==> src/core/tff_pkg.sv <==
// package: constants and carriers of the fault-flag block
package tff_pkg;

	// ==========================================
	// sizes and encodings
	localparam int         CH_COUNT     = 16;
	localparam logic [1:0] SEL_NONE     = 2'h0;
	localparam logic [1:0] SEL_OPEN     = 2'h1;
	localparam logic [1:0] SEL_SHORT    = 2'h2;
	localparam logic [1:0] SEL_LEAK     = 2'h3;
	localparam int         CHAIN_MSB    = 16;
	localparam logic [15:0] ALL_ONES    = 16'hffff;
	localparam logic [15:0] ZERO_WORD   = 16'h0000;

	// ==========================================
	// timing
	localparam int         CLK_PERIOD_PS  = 25000;
	localparam int         STAGGER_PS     = 2000;
	// 2 ns per channel is below one 25 ns cycle: one cycle is the floor
	localparam int         STAGGER_RAW    = STAGGER_PS / CLK_PERIOD_PS;
	localparam int         STAGGER_CYC    = (STAGGER_RAW < 1) ? 1 : STAGGER_RAW;
	localparam logic [3:0] STAGGER_CNT    = 4'(STAGGER_CYC - 1);

	// ==========================================
	// interrupt status bit positions
	localparam int         IRQ_OVERTEMP  = 0;
	localparam int         IRQ_WARN      = 1;
	localparam int         IRQ_REFSHORT  = 2;

	// ==========================================
	// register map (word offsets in bytes)
	localparam logic [3:0] REG_CTRL      = 4'h0;
	localparam logic [3:0] REG_FLAGS     = 4'h4;
	localparam logic [3:0] REG_IRQ_STAT  = 4'h8;
	localparam logic [3:0] REG_IRQ_MASK  = 4'hc;
	localparam logic [1:0] CTRL_RESET    = 2'h1;
	localparam logic [2:0] MASK_RESET    = 3'h0;

	// ==========================================
	// carriers
	typedef struct packed {
		logic [15:0] open_string_result;
		logic [15:0] shorted_led_result;
		logic [15:0] leak_result;
	} tff_diag_t;

	typedef struct packed {
		logic overtemp;
		logic warn;
		logic ref_short;
	} tff_cmp_t;

endpackage : tff_pkg

==> src/core/tff_sync.sv <==
// two-flop synchroniser for the comparator levels
`timescale 1ns/1ps
module tff_sync (
	// clock and reset
	input  wire logic           sys_clk_in,
	input  wire logic           srst_in,
	// levels
	input  wire tff_pkg::tff_cmp_t raw_in,
	output      tff_pkg::tff_cmp_t sync_out
);
	typedef struct packed {
		tff_pkg::tff_cmp_t meta;
		tff_pkg::tff_cmp_t stable;
	} tff_sync_state_t;

	tff_sync_state_t state;
	tff_sync_state_t next_state;

	always_comb
	begin
		next_state.meta   = raw_in;
		next_state.stable = state.meta;
		if (srst_in)
		begin
			next_state = '0;
		end
	end

	always_ff @(posedge sys_clk_in)
	begin
		state <= next_state;
	end

	assign sync_out = state.stable;
endmodule : tff_sync

==> src/core/tff_fault_flags.sv <==
// fault flags, status word capture and staggered sink turn-on
`timescale 1ns/1ps
module tff_fault_flags (
	// clock and reset
	input  wire logic              sys_clk_in,
	input  wire logic              srst_in,
	// comparators, asynchronous
	input  wire tff_pkg::tff_cmp_t cmp_in,
	// latch and blanking, same clock domain
	input  wire logic              latch_strobe_in,
	input  wire logic              output_blank_in,
	input  wire logic [16:0]       shift_chain_in,
	input  wire tff_pkg::tff_diag_t diag_in,
	// register port
	input  wire logic [3:0]        reg_addr_in,
	input  wire logic [31:0]       reg_wdata_in,
	input  wire logic              reg_wr_in,
	input  wire logic              reg_rd_in,
	output      logic [31:0]       reg_rdata_out,
	output      logic              irq_out,
	// outputs
	output      logic [15:0]       sink_output_n_out,
	output      logic [15:0]       onoff_latch_out,
	output      logic              chain_load_out,
	output      logic [15:0]       chain_low_out,
	output      logic              overtemp_error_flag_out,
	output      logic              early_heat_warning_out,
	output      logic              ref_pin_short_flag_out
);
	// ==========================================
	// state
	typedef enum logic [1:0] {
		ST_IDLE = 2'b01,
		ST_RAMP = 2'b10
	} tff_ramp_t;

	typedef struct packed {
		logic        latch_d;
		logic        blank_d;
		logic        ot_flag;
		logic        warn_flag;
		logic        isf_flag;
		logic [1:0]  select;
		logic [15:0] onoff;
		logic [15:0] enabled;
		logic [3:0]  ch;
		logic [3:0]  tick;
		tff_ramp_t   ramp;
		logic [15:0] sinks;
		logic        load;
		logic [15:0] chain_low;
		logic [2:0]  irq_stat;
		logic [2:0]  irq_mask;
		logic        irq;
		logic [31:0] rdata;
	} tff_state_t;

	tff_state_t        state;
	tff_state_t        next_state;
	tff_pkg::tff_cmp_t cmp_sync;

	// ==========================================
	// comparator synchroniser
	tff_sync u_sync (
		.sys_clk_in (sys_clk_in),
		.srst_in    (srst_in),
		.raw_in     (cmp_in),
		.sync_out   (cmp_sync)
	);

	// status word for one select code
	function automatic logic [15:0] status_pick(
		input logic [1:0]         sel,
		input tff_pkg::tff_diag_t diag,
		input logic               ot,
		input logic               warn,
		input logic               ref_pin_short_flag
	);
		logic [15:0] word;
		word = tff_pkg::ZERO_WORD;
		unique case (sel)
			tff_pkg::SEL_OPEN:  word = ot   ? tff_pkg::ALL_ONES : diag.open_string_result;
			tff_pkg::SEL_SHORT: word = warn ? tff_pkg::ALL_ONES : diag.shorted_led_result;
			tff_pkg::SEL_LEAK:  word = ref_pin_short_flag  ? tff_pkg::ALL_ONES : diag.leak_result;
			tff_pkg::SEL_NONE:  word = tff_pkg::ZERO_WORD;
		endcase
		return word;
	endfunction : status_pick

	// ==========================================
	// next state
	logic        latch_rise;
	logic        blank_fall;
	logic        force_off;
	logic [15:0] target;
	logic [15:0] word;
	logic [2:0]  events;

	always_comb
	begin
		next_state = state;
		latch_rise = latch_strobe_in && !state.latch_d;
		blank_fall = !output_blank_in && state.blank_d;
		next_state.latch_d = latch_strobe_in;
		next_state.blank_d = output_blank_in;
		next_state.load    = 1'b0;

		// flags: over-temperature and warning set while the condition lasts, re-evaluated at the latch edge; ref short follows its comparator
		if (latch_rise)
		begin
			next_state.ot_flag   = cmp_sync.overtemp;
			next_state.warn_flag = cmp_sync.warn;
		end
		if (cmp_sync.overtemp)
		begin
			next_state.ot_flag = 1'b1;
		end
		if (cmp_sync.warn)
		begin
			next_state.warn_flag = 1'b1;
		end
		next_state.isf_flag = cmp_sync.ref_short;

		// latch edge: copy chain into on/off latch, then overwrite low bits if chain bit 16 is clear
		word = status_pick(state.select, diag_in, state.ot_flag | cmp_sync.overtemp,
			state.warn_flag | cmp_sync.warn, cmp_sync.ref_short);
		if (latch_rise)
		begin
			next_state.onoff = shift_chain_in[15:0];
			if (!shift_chain_in[tff_pkg::CHAIN_MSB])
			begin
				next_state.load      = 1'b1;
				next_state.chain_low = word;
			end
		end

		// sinks: forced off by shutdown or short, not by the warning
		force_off = cmp_sync.overtemp || cmp_sync.ref_short;
		target    = (force_off || output_blank_in) ? tff_pkg::ZERO_WORD : next_state.onoff;
		if ((blank_fall || (latch_rise && !output_blank_in)) && !force_off)
		begin
			next_state.enabled = tff_pkg::ZERO_WORD;
			next_state.ch      = 4'h0;
			next_state.tick    = tff_pkg::STAGGER_CNT;
			next_state.ramp    = ST_RAMP;
		end
		unique case (state.ramp)
			ST_IDLE:
			begin
				if (next_state.ramp == ST_IDLE)
				begin
					next_state.enabled = 16'hffff;
				end
			end
			ST_RAMP:
			begin
				if (next_state.ch == 4'h0 && next_state.tick == tff_pkg::STAGGER_CNT
					&& next_state.enabled == tff_pkg::ZERO_WORD && state.ch != 4'h0)
				begin
					next_state.ramp = ST_RAMP;
				end
				else if (state.tick != 4'h0)
				begin
					next_state.tick = state.tick - 4'h1;
				end
				else
				begin
					next_state.enabled[state.ch] = 1'b1;
					next_state.tick = tff_pkg::STAGGER_CNT;
					next_state.ch   = state.ch + 4'h1;
					if (state.ch == 4'hf)
					begin
						next_state.ramp = ST_IDLE;
					end
				end
			end
			default:
			begin
				next_state.ramp = ST_IDLE;
			end
		endcase
		next_state.sinks = target & next_state.enabled;

		// registers: read clears status, set wins over clear
		events = {cmp_sync.ref_short, cmp_sync.warn, cmp_sync.overtemp};
		next_state.rdata = 32'h0000_0000;
		if (reg_rd_in)
		begin
			unique case (reg_addr_in)
				tff_pkg::REG_CTRL:     next_state.rdata = {30'h0, state.select};
				tff_pkg::REG_FLAGS:    next_state.rdata = {29'h0, state.isf_flag,
					state.warn_flag, state.ot_flag};
				tff_pkg::REG_IRQ_STAT: next_state.rdata = {29'h0, state.irq_stat};
				tff_pkg::REG_IRQ_MASK: next_state.rdata = {29'h0, state.irq_mask};
				default:               next_state.rdata = 32'h0000_0000;
			endcase
			if (reg_addr_in == tff_pkg::REG_IRQ_STAT)
			begin
				next_state.irq_stat = 3'h0;
			end
		end
		next_state.irq_stat = next_state.irq_stat | events;
		if (reg_wr_in)
		begin
			if (reg_addr_in == tff_pkg::REG_CTRL)
			begin
				next_state.select = reg_wdata_in[1:0];
			end
			if (reg_addr_in == tff_pkg::REG_IRQ_MASK)
			begin
				next_state.irq_mask = reg_wdata_in[2:0];
			end
		end
		next_state.irq = |(next_state.irq_stat & next_state.irq_mask);

		if (srst_in)
		begin
			next_state          = '0;
			next_state.select   = tff_pkg::CTRL_RESET;
			next_state.irq_mask = tff_pkg::MASK_RESET;
			next_state.ramp     = ST_IDLE;
			next_state.enabled  = 16'hffff;
		end
	end

	always_ff @(posedge sys_clk_in)
	begin
		state <= next_state;
	end

	// ==========================================
	// outputs
	assign sink_output_n_out       = state.sinks;
	assign onoff_latch_out         = state.onoff;
	assign chain_load_out          = state.load;
	assign chain_low_out           = state.chain_low;
	assign overtemp_error_flag_out = state.ot_flag;
	assign early_heat_warning_out  = state.warn_flag;
	assign ref_pin_short_flag_out  = state.isf_flag;
	assign reg_rdata_out           = state.rdata;
	assign irq_out                 = state.irq;
endmodule : tff_fault_flags

==> config.mk <==
export PLATFORM = sky130hd
export DESIGN_NAME = tff_fault_flags
export DESIGN_NICKNAME = d
export VERILOG_FILES = /design/src/core/tff_pkg.sv /design/src/core/tff_sync.sv /design/src/core/tff_fault_flags.sv
export SDC_FILE = /design/constraint.sdc
export NUM_CORES = 1
export LEC_CHECK = 0
export ABC_AREA = 1
export BUFFER_PORTS_ARGS = -buffer_cell sky130_fd_sc_hd__buf_2
export CAP_MARGIN = 0
export CORE_ASPECT_RATIO = 2
export CORE_UTILIZATION = 30
export CTS_CLUSTER_DIAMETER = 200
export DETAILED_ROUTE_END_ITERATION = 8
export SLEW_MARGIN = 20
export SYNTH_ARGS = -nofsm -noshare
export SYNTH_HDL_FRONTEND = slang
export SYNTH_HIERARCHICAL = 1
export SYNTH_SLANG_ARGS = --single-unit
==> constraint.sdc <==
create_clock -name sys_clk_in -period 2.5 [get_ports sys_clk_in]
set_clock_uncertainty 0.05 [all_clocks]
set_input_delay 0.125 -clock sys_clk_in [delete_from_list [all_inputs] [get_ports sys_clk_in]]
set_output_delay 0.125 -clock sys_clk_in [all_outputs]
set_load 0.03 [all_outputs]
==> summary.txt <==
Die
  – Placeable Area: 17300 sq um
  – Die W: 95.9 microns
  – Initial core utilization: 0.306
  – Rows: 68
  – Ports: 195
  – Die height: 190 microns
  – Full die area: 18200 sq um

Detailed routing
  – Detail Route Antenna Nets: 0
  – Detailed Route WL: 14600 microns
  – Drt drc: 0
  – Routed length per instance: 14.1 microns
  – 1st-iter DRT viols: 248
  – Router iterations before antenna repair: 4
  – Vias per cell: 4.73
  – Vias after detailed routing: 4922

Run
  – Maxcap violations: 0

Setup path
  – Depth of the critical timing path with buffers and inverters included: 12
  – Cell occurring most often along the worst timing path: nand2_1
  – Slowest CP cell: dlygate4sd3_1
  – Nature of the critical path endpoint: flip-flop
  – Top Family by Delay on Critical Path: simple AND/OR/NAND/NOR gates
  – Largest incremental delay on the critical path: 0.54 ns
  – WP data arrival: 2.30 ns
  – Ordered cell list for the critical path: dlygate4sd3_1, buf_2, nand2_1, nand2_1, nand2_4, buf_4, nand3_2, nand2_1, a21oi_1, nand2_1, nand2_1, nor2_1
  – Critical path buffer and inverter count: 3
  – Crit path kind: in -> reg
  – Crit path required time: 2.71 ns
  – Sort of element at the start of the critical path: primary input
  – Largest fanout of any net on the critical path: 22
  – R2R depth: 11

Clock tree
  – Maximum clock insertion buffer count: 2
  – Clock transition time at the flip-flop clock pins of the worst setup and hold paths: 0.07 ns
  – Root Driver: clkbuf_16
  – Post-CTS Repair Setup Buffers: 0
  – Number of sinks driven by the clock tree: 98
  – TritonCTS buffer count: 9
  – Clock insertion delay at the later pin of the skew report: 0.35 ns
  – Deepest level of the CTS H-tree: 3
  – CTS tree: done

Power
  – IR drop worst, VDD: 0.000386 V
  – Reported leakage power: 0.00288 uW
  – Comb pwr share: 0.316
  – Part of the power in registers: 0.376
  – Pwr dens: 824 nW/um^2
  – Cell internal pwr: 3190 uW
  – Switching Fraction: 0.360
  – Clk pwr share: 0.308
  – Switching component of the power: 1800 uW

Timing
  – Tightest Pin Transition: 0.591 ns
  – Worst relative slew slack: 0.603
  – Total negative slack for setup checks: 0 ns
  – Final Cycle Share: 0.836
  – Post-layout min period: 2.09 ns
  – Total count of hold-check failures in the final report: 0
  – Max-slew violations: 0
  – Endpoints failing setup: 0
  – Maximum frequency from static timing analysis: 478 MHz
  – Unrepaired setup endpoints after global routing: false

Synth
  – Synth top area share: 0.371
  – Mapped cell area: 5290 sq um
  – Top area cells in the synthesized netlist: dfxtp_1 (37%), buf_4 (12%), nand2_1 (9.7%)
  – Synth Area per Inst: 7.05 sq um
  – Share of synthesized area occupied by flip-flops and latches: 0.371
  – Flop and latch count out of synthesis: 98
  – Leading area contributor after synthesis: dfxtp_1
  – Unique masters post-synth: 36
  – Number of cells produced by synthesis: 750
  – Yosys warning total: 6

Cells and area
  – Layout cell share with drive strength beyond 1: 0.225
  – Post-layout net count: 943
  – Total inserted antenna cells: 0
  – Synth-to-layout area growth: 14.5%
  – Final Cell Area: 6050 sq um
  – Finished Core Util: 0.350
  – Filler-free cell count of the finished design: 1041
  – Count of filler cells inserted in the layout: 1874

Hold path
  – Number of cells on the worst hold path: 3
  – Worst Hold Class: in -> reg

Global route
  – Number of global-route vias before repair: 4743
  – Number of antenna violations at the first check in global routing: 0
  – Global Route Usage Sum: 0.169
  – Overflow left after global routing: 0
  – Global-route wire length before repair: 23300 microns
  – Maximum number of pins on one net before global-route repair: 36

Placed design
  – Placed Cells: 1020
  – Quantity of I/O buffers inserted on ports: 136
  – Estimated wirelength of the detail-placed design: 10900 microns
  – Dpl cell area: 5670 sq um
  – Routability congestion estimate: 0.897

Run status
  – Result of the run: finished, final reports clean
cell usage after synthesis:
cell type    n
a211o_1      1
a211oi_1     2
a21boi_0     1
a21boi_1     1
a21oi_1     27
a221oi_1     2
a41oi_1     16
buf_1        2
buf_2        3
buf_4       84
buf_6        3
clkbuf_1    28
clkinv_1     2
conb_1       1
dfxtp_1     98
ha_1         6
inv_1       55
inv_2        1
nand2_1    136
nand2_2      2
nand2_4      2
nand3_1     36
nand3_2     11
nand4_1      2
nor2_1     105
nor2_4       2
nor3_1      14
o211ai_1     2
o21a_1       1
o21ai_0     95
o21ai_2      1
o22ai_1      1
o31ai_1      4
o41ai_1      1
xnor2_1      1
xor2_1       1
worst paths after layout:
kind / start / end / slack (ns)
worst min-delay path: shift_chain_in[10] / onoff_latch_out[10]$_SDFF_PP0_ / 0.02
worst min register to register: u_sync/state[3]$_SDFF_PP0_ / u_sync/sync_out[0]$_SDFF_PP0_ / 0.36
worst max register to register: u_sync/sync_out[2]$_SDFF_PP0_ / sink_output_n_out[11]$_SDFF_PP0_ / 0.48
worst max-delay path: latch_strobe_in / sink_output_n_out[11]$_SDFF_PP0_ / 0.41
metal layers:
layer	vias up	wire length, microns	global-route usage
met5	-	0	0
met4	0	605	0.102
met3	36	528	0.0220
met2	168	8190	0.312
met1	2232	5310	0.173
li1	2486	-	-
final cells by class:
class | instances | area (sq um) | area share
inverters | 58 | 218 | 0.0360
multi-input cells | 502 | 2420 | 0.400
well taps | 210 | 263 | 0.0434
flip-flops and latches | 98 | 1960 | 0.324
repair buffers | 158 | 861 | 0.142
clock inverters | 4 | 73.8 | 0.0122
clock buffers | 11 | 253 | 0.0418
logic make-up after synthesis:
family,share of synthesized area
flops,0.371
other cells,0.000709
fa+ha+maj,0.0142
compound gates,0.167
simple gates,0.253
xor+xnor,0.00331
buf+inv,0.191
cells in the final DEF (no fill, tap or decap), types with 2 or more instances in the layout:
| master | Yosys | final |
|---|---|---|
| buf_2 | 3 | 136 |
| a221oi_1 | 2 | 2 |
| o21ai_0 | 95 | 95 |
| nor2_1 | 105 | 104 |
| nor3_1 | 14 | 14 |
| inv_1 | 55 | 55 |
| conb_1 | 1 | 29 |
| clkbuf_16 | 0 | 9 |
| o211ai_1 | 2 | 2 |
| a41oi_1 | 16 | 16 |
| nand4_1 | 2 | 2 |
| a21oi_1 | 27 | 27 |
| dfxtp_1 | 98 | 98 |
| nand2_2 | 2 | 2 |
| nand3_1 | 36 | 36 |
| o31ai_1 | 4 | 4 |
| nand3_2 | 11 | 11 |
| clkinv_1 | 2 | 2 |
| ha_1 | 6 | 6 |
| bufinv_16 | 0 | 2 |
| nand2_4 | 2 | 2 |
| a211oi_1 | 2 | 2 |
| buf_4 | 84 | 16 |
| nand2_1 | 136 | 136 |
| clkbuf_8 | 0 | 2 |
| dlygate4sd3_1 | 0 | 6 |
| nor2_4 | 2 | 2 |
worst register-to-register path, delay by kind of cell, from the launching register on:
kind / cells / cell delay [ns]
buffers and inverters: 2 / 0.35
and+or+nand+nor: 8 / 1.12
DFF: 1 / 0.34
AOI/OAI and AO/OA: 1 / 0.07
registers in the layout, indices dropped and copies added (netlist names):
register / cells
u_sync/state: 3
reg_rdata_out: 3
overtemp_error_flag_out: 1
chain_load_out: 1
irq_out: 1
chain_low_out: 16
early_heat_warning_out: 1
ref_pin_short_flag_out: 1
onoff_latch_out: 16
sink_output_n_out: 16
state: 36
u_sync/sync_out: 3
what timing repair did:
action | CTS | global route
hold buffers | 6 | 0
hold endpoints to repair | 6 | 0
resized for setup | 0 | 0
power groups by stage:
stage | registers (uW) | logic (uW) | clock network, uW
3_3_place_gp | 1910 | 1550 | 0
4_1_cts | 1880 | 1590 | 1560
3_5_place_dp | 1910 | 1580 | 0
2_1_floorplan | 1890 | 1280 | 0
5_1_grt | 1900 | 1790 | 1620
6_report | 1880 | 1580 | 1540
stage by stage:
stage	power (uW)	hold WS (ns)	setup WS (ns)
6_report	4990	0.0224	0.410
5_1_grt	5320	0.0526	0.146
4_1_cts	5020	0.0154	0.388
3_5_place_dp	3480	0.281	0.474
3_3_place_gp	3460	0.282	0.494
2_1_floorplan	3170	0.146	0.734
Note: power is estimated with default switching activity, not from simulation.
